## src/pukol_pkg.sv

```systemverilog
// constants and types for the panel user-key and lamp logic
package pukol_pkg;
    // key positions within the key vector
    localparam int KEY_COUNT = 3;
    localparam int KEY_FIRST = 0;
    localparam int KEY_SECOND = 1;
    localparam int KEY_THIRD = 2;
    // product variant codes on variant_in
    localparam logic [1:0] VARIANT_INTEGRAL = 2'h0;
    localparam logic [1:0] VARIANT_HORIZONTAL = 2'h1;
    localparam logic [1:0] VARIANT_VERTICAL = 2'h2;
    // reset values of every output register
    localparam logic RST_LAMP = 1'b0;
    localparam logic RST_VALVE = 1'b0;
    localparam logic RST_BLOW = 1'b0;
    localparam logic RST_JOG = 1'b0;
    localparam logic RST_REF = 1'b0;
    localparam logic [2:0] RST_KEYS = 3'h0;
    // what a user key does once decoded
    typedef enum logic [1:0] {
        ROLE_NONE,
        ROLE_JOG,
        ROLE_VALVE,
        ROLE_REF
    } pukol_role_e;
endpackage : pukol_pkg

```

## src/pukol_key_if.sv

```systemverilog
// carrier for key levels and their press pulses
`timescale 1ns/100ps
`default_nettype none
interface pukol_key_if;
    logic [pukol_pkg::KEY_COUNT-1:0] level; // key levels as sampled one cycle ago
    logic [pukol_pkg::KEY_COUNT-1:0] rise; // one-cycle press pulses
    // edge detector drives both
    modport src (output level, output rise);
    // decode logic reads both
    modport dst (input level, input rise);
endinterface : pukol_key_if
`default_nettype wire

```

## src/pukol_key_edge.sv

```systemverilog
// press detector: one pulse per key press
`timescale 1ns/100ps
`default_nettype none
module pukol_key_edge #(
    parameter int N = pukol_pkg::KEY_COUNT
) (
    input wire logic sys_clk_in,
    input wire logic srst_in,
    input wire logic [N-1:0] key_in,
    pukol_key_if.src keys
);
    logic [N-1:0] prev; // key levels one cycle ago
    logic [N-1:0] pulse; // registered press pulses
    logic [N-1:0] next_prev;
    logic [N-1:0] next_pulse;

    // per-key rising edge, so a held key acts once
    genvar g;
    generate
        for (g = 0; g < N; g++) begin : g_key
            always_comb begin
                next_prev[g] = key_in[g];
                next_pulse[g] = key_in[g] & ~prev[g];
            end
        end
    endgenerate

    // register history and pulses
    always_ff @(posedge sys_clk_in) begin
        if (srst_in) begin
            prev <= N'(pukol_pkg::RST_KEYS);
            pulse <= N'(pukol_pkg::RST_KEYS);
        end else begin
            prev <= next_prev;
            pulse <= next_pulse;
        end
    end

    assign keys.level = prev;
    assign keys.rise = pulse;
endmodule : pukol_key_edge
`default_nettype wire

```

## src/pukol_top.sv

```systemverilog
// panel user-key function select and status lamp outputs
// How it works
// - integral, mode clear, fifth on: key one jogs plus
// - integral, mode clear, fifth off: key one toggles valve
// - mode one set: key one returns reference one
// - vertical, mode clear: key one only toggles valve
// - integral key two: jog minus, else valve toggle
// - mode two set: key two returns reference two
// - vertical, mode clear: key two toggles valve
// - key three drives spindle blowing
// - red lamp on during alarm
// - yellow lamp when no alarm, no program
// - green lamp while program runs
`timescale 1ns/100ps
`default_nettype none
module pukol_top (
    input wire logic sys_clk_in,
    input wire logic srst_in,
    input wire logic first_user_key_in,
    input wire logic second_user_key_in,
    input wire logic third_user_key_in,
    input wire logic first_key_mode_bit_in,
    input wire logic second_key_mode_bit_in,
    input wire logic [1:0] variant_in,
    input wire logic fifth_axis_enable_in,
    input wire logic alarm_in,
    input wire logic program_running_in,
    output logic red_lamp_output_out,
    output logic yellow_lamp_output_out,
    output logic green_lamp_output_out,
    output logic spindle_blowing_output_out,
    output logic watering_valve_output_out,
    output logic fifth_jog_pos_out,
    output logic fifth_jog_neg_out,
    output logic ref_return_first_out,
    output logic ref_return_second_out
);
    // decode a user key's role from mode bit, variant and fifth axis
    function automatic pukol_pkg::pukol_role_e key_role(
        input logic mode,
        input logic [1:0] variant,
        input logic fifth
    );
        pukol_pkg::pukol_role_e role;
        role = pukol_pkg::ROLE_NONE;
        if (mode) begin
            role = pukol_pkg::ROLE_REF; // any variant
        end else if (variant == pukol_pkg::VARIANT_VERTICAL) begin
            role = pukol_pkg::ROLE_VALVE; // vertical never jogs
        end else if (fifth) begin
            role = pukol_pkg::ROLE_JOG;
        end else begin
            role = pukol_pkg::ROLE_VALVE;
        end
        return role;
    endfunction : key_role

    pukol_key_if keys (); // levels and press pulses
    pukol_pkg::pukol_role_e role_first; // first key role now
    pukol_pkg::pukol_role_e role_second; // second key role now

    // output registers and their next values
    logic red, yellow, green;
    logic blow, valve, jog_pos, jog_neg, ref_first, ref_second;
    logic next_red, next_yellow, next_green;
    logic next_blow, next_valve, next_jog_pos, next_jog_neg;
    logic next_ref_first, next_ref_second;
    logic valve_hit; // a key asked for a valve toggle
    // idle values of the pulse and level outputs, declared before first use
    localparam logic RST_JOG_C = pukol_pkg::RST_JOG;
    localparam logic RST_REF_C = pukol_pkg::RST_REF;

    // press detection for all three keys
    pukol_key_edge #(
        .N(pukol_pkg::KEY_COUNT)
    ) u_edge (
        .sys_clk_in(sys_clk_in),
        .srst_in(srst_in),
        .key_in({third_user_key_in, second_user_key_in, first_user_key_in}),
        .keys(keys.src)
    );

    // roles follow the configuration every cycle
    assign role_first = key_role(first_key_mode_bit_in, variant_in, fifth_axis_enable_in);
    assign role_second = key_role(second_key_mode_bit_in, variant_in, fifth_axis_enable_in);

    // key actions: jogs follow held keys, the rest act on presses
    always_comb begin
        next_jog_pos = RST_JOG_C;
        next_jog_neg = RST_JOG_C;
        next_ref_first = RST_REF_C;
        next_ref_second = RST_REF_C;
        valve_hit = 1'b0;
        case (role_first)
            pukol_pkg::ROLE_JOG: next_jog_pos = keys.level[pukol_pkg::KEY_FIRST];
            pukol_pkg::ROLE_VALVE: valve_hit = keys.rise[pukol_pkg::KEY_FIRST];
            pukol_pkg::ROLE_REF: next_ref_first = keys.rise[pukol_pkg::KEY_FIRST];
            default: next_jog_pos = RST_JOG_C;
        endcase
        case (role_second)
            pukol_pkg::ROLE_JOG: next_jog_neg = keys.level[pukol_pkg::KEY_SECOND];
            pukol_pkg::ROLE_VALVE: begin
                valve_hit = valve_hit | keys.rise[pukol_pkg::KEY_SECOND];
            end
            pukol_pkg::ROLE_REF: next_ref_second = keys.rise[pukol_pkg::KEY_SECOND];
            default: next_jog_neg = RST_JOG_C;
        endcase
        // one toggle per cycle even if both keys press together
        next_valve = valve ^ valve_hit;
        next_blow = blow ^ keys.rise[pukol_pkg::KEY_THIRD];
    end

    // status lamps from alarm and run state
    always_comb begin
        next_red = alarm_in;
        next_yellow = ~alarm_in & ~program_running_in;
        next_green = program_running_in;
    end

    // register every output
    always_ff @(posedge sys_clk_in) begin
        if (srst_in) begin
            red <= pukol_pkg::RST_LAMP;
            yellow <= pukol_pkg::RST_LAMP;
            green <= pukol_pkg::RST_LAMP;
            blow <= pukol_pkg::RST_BLOW;
            valve <= pukol_pkg::RST_VALVE;
            jog_pos <= pukol_pkg::RST_JOG;
            jog_neg <= pukol_pkg::RST_JOG;
            ref_first <= pukol_pkg::RST_REF;
            ref_second <= pukol_pkg::RST_REF;
        end else begin
            red <= next_red;
            yellow <= next_yellow;
            green <= next_green;
            blow <= next_blow;
            valve <= next_valve;
            jog_pos <= next_jog_pos;
            jog_neg <= next_jog_neg;
            ref_first <= next_ref_first;
            ref_second <= next_ref_second;
        end
    end

    // drive ports; spare outputs are not brought out
    assign red_lamp_output_out = red;
    assign yellow_lamp_output_out = yellow;
    assign green_lamp_output_out = green;
    assign spindle_blowing_output_out = blow;
    assign watering_valve_output_out = valve;
    assign fifth_jog_pos_out = jog_pos;
    assign fifth_jog_neg_out = jog_neg;
    assign ref_return_first_out = ref_first;
    assign ref_return_second_out = ref_second;
endmodule : pukol_top
`default_nettype wire

```

## config.mk

```make
export PLATFORM = sky130hd
export DESIGN_NAME = pukol_top
export DESIGN_NICKNAME = d
export VERILOG_FILES = /design/src/pukol_pkg.sv /design/src/pukol_key_if.sv /design/src/pukol_key_edge.sv /design/src/pukol_top.sv
export SDC_FILE = /design/constraint.sdc
export NUM_CORES = 1
export LEC_CHECK = 0
export ABC_AREA = 1
export BUFFER_PORTS_ARGS = -buffer_cell sky130_fd_sc_hd__buf_2
export CAP_MARGIN = 10
export CORE_AREA = 2 2 39 41
export CTS_CLUSTER_DIAMETER = 50
export CTS_CLUSTER_SIZE = 16
export DETAILED_ROUTE_END_ITERATION = 8
export DIE_AREA = 0 0 41 43
export GPL_ROUTABILITY_DRIVEN = 0
export GPL_TIMING_DRIVEN = 0
export PLACE_DENSITY = 0.67
export SLEW_MARGIN = 15
export SYNTH_ARGS = -nofsm -noshare
export SYNTH_HDL_FRONTEND = slang
export SYNTH_SLANG_ARGS = --single-unit
```

## constraint.sdc

```tcl
create_clock -name sys_clk_in -period 1.9 [get_ports sys_clk_in]
set_input_delay 0.19 -clock sys_clk_in [delete_from_list [all_inputs] [get_ports sys_clk_in]]
set_output_delay 0.19 -clock sys_clk_in [all_outputs]
set_load 0.005 [all_outputs]
```

==> results of run 1 <==
[cell usage after synthesis, drive strengths merged]
cell   instances  area, sq um
buf            1         11.3
inv            9         33.8
nand2          8         37.5
a21oi          1         5.00
nand3          3         20.0
nor3           4         36.3
nor2          11         41.3
xnor2          1         8.76
dfxtp         15          300
[worst max-delay path by stage]
stage                                         start                                    to  slack [ns]
3_5_place_dp                  first_key_mode_bit_in  watering_valve_output_out$_SDFF_PP0_        1.15
5_1_grt        watering_valve_output_out$_SDFF_PP0_             watering_valve_output_out        0.92
4_1_cts        watering_valve_output_out$_SDFF_PP0_             watering_valve_output_out        0.94
2_1_floorplan        u_edge.keys.rise[0]$_SDFF_PP0_  watering_valve_output_out$_SDFF_PP0_        1.22
6_report       watering_valve_output_out$_SDFF_PP0_             watering_valve_output_out        0.95
3_3_place_gp                  first_key_mode_bit_in  watering_valve_output_out$_SDFF_PP0_        1.16
[area by class of cell]
class | instances | area [sq um]
Buffer | 1 | 11.3
Clock buffer | 4 | 26.3
Multi-Input combinational cell | 28 | 149
Sequential cell | 15 | 300
Fill cell | 144 | 743
Tap cell | 16 | 20.0
Inverter | 9 | 33.8
Timing Repair Buffer | 20 | 100
[power by group through the flow]
stage | Combinational (mW) | Clock [mW] | Sequential (mW)
finish | 0.0518 | 0.168 | 0.335
global route | 0.0588 | 0.190 | 0.337
CTS | 0.0530 | 0.176 | 0.336
detailed placement | 0.0528 | 0 | 0.343
global placement | 0.0519 | 0 | 0.343
floorplan | 0.0274 | 0 | 0.344
[registers in the layout (all words and copies together), names as in the netlist]
register	cells
u_edge.keys.level	3
u_edge.keys.rise	3
fifth_jog_neg_out	1
fifth_jog_pos_out	1
green_lamp_output_out	1
red_lamp_output_out	1
ref_return_first_out	1
ref_return_second_out	1
spindle_blowing_output_out	1
watering_valve_output_out	1
yellow_lamp_output_out	1
[logic make-up (layout without fill, tap and decap cells)]
family          count (synthesis)  after routing
xor+xnor                        1              1
buf+inv                        10             34
simple gates                   26             26
flops                          15             15
compound gates                  1              1
[stage by stage]
step	power (mW)	cell area, sq um	instances	hold WS, ns	utilization
final	0.555	641	93	0.0921	0.463
after global routing	0.586	641	93	0.0788	0.463
after CTS	0.565	641	93	0.0880	0.463
after detailed placement	0.396	614	89	0.376	0.444
after global placement	0.394	614	89	0.372	0.444
after floorplan	0.371	494	53	0.259	-
[layer usage]
layer / up-vias / track usage / share of wire
met2: 10 / 0.141 / 0.49
met4: 0 / 0.0200 / 0.013
li1: 206 / - / -
met3: 2 / 0.0471 / 0.062
met5: - / 0 / 0
met1: 150 / 0.107 / 0.43
==> key figures, run 1 <==
Run status
  • Status: completed

CTS
  • CTS HTree Levels: 1
  • Clk sinks: 15
  • Root buf cell: clkbuf_4
  • Post-CTS Repair Setup Buffers: 0
  • Post-cts resize count: 0
  • Cts hold-fix bufs: 0
  • Clock Pin Slew Worst Setup and Hold Paths: 0.08 ns
  • CTS max path bufs: 2
  • Clk_lat worst skew: 0.26 ns
  • TritonCTS Buffers: 3
  • TritonCTS clock tree: done

GRT
  • Global-route usage over all layers: 0.0907
  • Largest net degree at the start of global routing: 11
  • Antenna violations before repair: 0
  • Vias in the first global route: 313
  • First-pass GRT wire length: 1120 microns
  • Grt ovf: 0

Yosys
  • Synthesized area: 494 sq um
  • Yosys reg bits: 15
  • Compound-gate portion of the synthesized area: 0.0101
  • Synth Area per Inst: 9.32 sq um
  • Post-synthesis cell type count: 14
  • Largest family of logic cells by synthesized area: simple AND/OR/NAND/NOR gates
  • Syn nets: 65
  • Sequential fraction of the synthesis area: 0.608
  • Simple logic cell fraction of the synthesized area: 0.273
  • Cells after Synth: 53
  • Mux contribution to synthesized area: 0
  • Synth Area in XOR/XNOR: 0.0177
  • YS warnings: 0
  • Adder-cell share of the synthesized area: 0

Final layout
  • Fin nets: 90
  • Fraction of layout cells with a size suffix above 1: 0.403
  • Most common cell after layout, fill and taps aside: buf_2
  • # diodes: 0
  • Area added between synthesis and finish: 29.6%
  • Leading cell types in the layout, fill and taps excluded: buf_2, dfxtp_1, nor2_1, inv_1, nand2_1

Critical path
  • Worst-path cell chain: buf_2
  • Worst path required time: 1.71 ns
  • Critical Path AT: 0.76 ns
  • R2R Setup Slk: 1.18 ns
  • R2R depth: 5
  • R2R Path Start: u_edge.keys.rise[0]$_SDFF_PP0_
  • CP max-delay cell: dfxtp_1
  • Kind of critical path: flop to output port
  • CP max stage delay: 0.37 ns
  • Top cell family by delay on the critical path: flip-flops
  • Crit path depth: 1
  • Startpoint Class: flop
  • Worst R2R End: watering_valve_output_out$_SDFF_PP0_
  • WP buf/inv: 1
  • Crit Path Max Fanout: 3
  • Worst Setup End Kind: output port

Place
  • PortBufs: 20
  • DP HPWL: 568 microns
  • Worst Setup Slack post-DPL: 1.15 ns

Timing
  • Unrepaired setup endpoints after global routing: false
  • Final hold violation count: 0
  • Setup violations, final: 0
  • Setup TNS: 0 ns
  • Tcrit/Tclk final: 0.498
  • Final Max Slew Viols: 0
  • Clk_skew: 0.00240 ns
  • Worst-Margin Slew: 0.132 ns
  • Final min period: 0.946 ns
  • Achievable clock frequency: 1060 MHz
  • Relative slew slack: 0.911
  • Worst Setup Slack, final: 0.954 ns

Power and ir drop
  • Pwr/cell area: 867 nW/um^2
  • Max VDD drop: 0.386 mV
  • Pint: 436 uW
  • Switch share: 0.215
  • Power share of the clock group: 0.303
  • Comb pwr share: 0.093
  • Net Switching: 119 uW
  • Leakage: 0.334 nW
  • Seq pwr share: 0.604

Routing
  • DR vias: 368
  • Drc violations: 0
  • Pre-Repair DR Iteration Count: 4
  • Number of DRC markers in iteration 0: 3
  • Final WL: 698 microns
  • WL per Instance: 7.51 microns
  • Vias per std cell: 3.96
  • Antenna-violating nets left: 0

Run
  • Max cap viols: 0

Floorplanning
  • Chip width: 41 microns
  • Die height: 43 microns
  • Total core area: 1380 sq um
  • Die area: 1760 sq um
  • Num rows: 14
  • Starting Density: 0.357
  • Total I/O pin count: 21

Worst hold path
  • HP Class: input pin to flop
  • Hold Path Cell Cnt: 2
  • Hold Path Origin: program_running_in
  • Hold EP: yellow_lamp_output_out$_SDFF_PP0_
(Power assumes the default switching activity.)
==> run 2, diff against run 1 <==
==> constraint.sdc (replaced) <==
create_clock -name sys_clk_in -period 0.9 [get_ports sys_clk_in]
set_input_delay 0.09 -clock sys_clk_in [delete_from_list [all_inputs] [get_ports sys_clk_in]]
set_output_delay 0.09 -clock sys_clk_in [all_outputs]
set_load 0.005 [all_outputs]
==> key figures, run 2 (synthesis gave the netlist of run 1 again) <==
Final layout
  • # diodes: 0 (unchanged)
  • Leading cell types in the layout, fill and taps excluded: buf_2, dfxtp_1, nor2_1, inv_1, nand2_1 (unchanged)
  • Fin nets: 92 (was 90)
  • Area added between synthesis and finish: 33.7% (was 29.6%)
  • Most common cell after layout, fill and taps aside: buf_2 (unchanged)
  • Fraction of layout cells with a size suffix above 1: 0.392 (was 0.403)
  • Utilization after layout: 0.477 (was 0.463)

Critical path
  • R2R Path Start: u_edge.keys.rise[0]$_SDFF_PP0_ (unchanged)
  • Top cell family by delay on the critical path: flip-flops (unchanged)
  • Crit Path Max Fanout: 3 (unchanged)
  • WP buf/inv: 1 (unchanged)
  • CP max-delay cell: dfxtp_1 (unchanged)
  • Critical Path AT: 0.76 ns (about the same)
  • Kind of critical path: flop to output port (unchanged)
  • Worst path required time: 0.81 ns (was 1.71 ns)
  • CP max stage delay: 0.37 ns (about the same)
  • Worst-path cell chain: buf_2 (unchanged)
  • Worst Setup End Kind: output port (unchanged)
  • Worst setup path start: watering_valve_output_out$_SDFF_PP0_ (unchanged)
  • Startpoint Class: flop (unchanged)

Floorplanning
  • Die area: 1760 sq um (unchanged)
  • Starting Density: 0.357 (unchanged)
  • Die height: 43 microns (unchanged)
  • Total core area: 1380 sq um (unchanged)
  • Total I/O pin count: 21 (unchanged)
  • Num rows: 14 (unchanged)
  • Chip width: 41 microns (unchanged)

Place
  • DP HPWL: 568 microns (unchanged)
  • Worst Setup Slack post-DPL: 0.189 ns (was 1.15 ns)
  • PortBufs: 20 (unchanged)

CTS
  • Clk sinks: 15 (unchanged)
  • TritonCTS Buffers: 3 (unchanged)
  • Post-cts resize count: 0 (unchanged)
  • CTS max path bufs: 2 (unchanged)
  • Post-CTS Repair Setup Buffers: 0 (unchanged)
  • Cts hold-fix bufs: 2 (was 0)
  • CTS HTree Levels: 1 (unchanged)
  • TritonCTS clock tree: done (unchanged)
  • Root buf cell: clkbuf_4 (unchanged)
  • Clock Pin Slew Worst Setup and Hold Paths: 0.08 ns (about the same)
  • Clk_lat worst skew: 0.26 ns (about the same)

Timing
  • Unrepaired setup endpoints after global routing: false (unchanged)
  • Final min period: 0.846 ns
  • Setup violations, final: 0 (unchanged)
  • Final Max Slew Viols: 0 (unchanged)
  • Worst-Margin Slew: 0.134 ns (was 0.132 ns)
  • Tcrit/Tclk final: 0.940
  • Relative slew slack: 0.910 (was 0.911)
  • Clk_skew: 0.00201 ns (was 0.00240 ns)
  • Achievable clock frequency: 1180 MHz
  • Setup TNS: 0 ns (unchanged)
  • Worst Setup Slack, final: 0.0537 ns (was 0.954 ns)
  • Final hold violation count: 0 (unchanged)

Worst hold path
  • HP Class: input pin to flop (unchanged)
  • Hold Path Origin: first_user_key_in (was program_running_in)

Routing
  • WL per Instance: 7.59 microns (was 7.51 microns)
  • Antenna-violating nets left: 0 (unchanged)
  • Number of DRC markers in iteration 0: 3 (unchanged)
  • Final WL: 721 microns (was 698 microns)
  • Drc violations: 0 (unchanged)
  • Vias per std cell: 3.99 (was 3.96)
  • Pre-Repair DR Iteration Count: 4 (unchanged)
  • DR vias: 379 (was 368)

Run status
  • Status: completed (unchanged)

Power and ir drop
  • Leakage: 0.342 nW (was 0.334 nW)
  • Pwr/cell area: 1780 nW/um^2 (was 867 nW/um^2)
  • Max VDD drop: 0.815 mV (was 0.386 mV)

GRT
  • Largest net degree at the start of global routing: 11 (unchanged)
  • Antenna violations before repair: 0 (unchanged)
  • Vias in the first global route: 327 (was 313)
  • Global-route usage over all layers: 0.0959 (was 0.0907)
  • First-pass GRT wire length: 1170 microns (was 1120 microns)
  • Grt ovf: 0 (unchanged)

Run
  • Max cap viols: 0 (unchanged)
-- run 2: cell type report --
type,count,area [sq um]
plain buffers,1,11.3
repair buffers,22,120
inverters,9,33.8
well taps,16,20.0
clock buffers,4,26.3
flip-flops and latches,15,300
fillers,143,723
multi-input cells,28,149
-- run 2: stage by stage --
stage          instance area, sq um  power [mW]  std cells  hold WS (ns)
2_1_floorplan                   494       0.784         53         0.159
3_3_place_gp                    614       0.833         89         0.272
3_5_place_dp                    614       0.836         89         0.276
4_1_cts                         661        1.20         95        0.0293
5_1_grt                         661        1.24         95        0.0351
6_report                        661        1.18         95        0.0323
-- run 2: metal layers --
layer,vias to the layer above,share of wire,GRT usage
met4,0,0.011,0.0200
met1,157,0.42,0.108
li1,210,-,-
met5,-,0,0
met3,2,0.060,0.0471
met2,10,0.50,0.156
-- run 2: report_power, final --
group / total (mW) / leakage [nW] / switching, mW / internal [mW]
Sequential: 0.709 / 0.124 / 0.0145 / 0.694
Clock: 0.354 / 0.0150 / 0.183 / 0.171
Combinational: 0.116 / 0.203 / 0.0549 / 0.0611
-- run 2: final timing paths --
check,to,slack (ns),depth (start not counted)
max,watering_valve_output_out,0.05,1
min,u_edge.keys.level[0]$_SDFF_PP0_,0.03,3
max reg2reg,watering_valve_output_out$_SDFF_PP0_,0.18,5
min reg2reg,u_edge.keys.rise[0]$_SDFF_PP0_,0.42,1
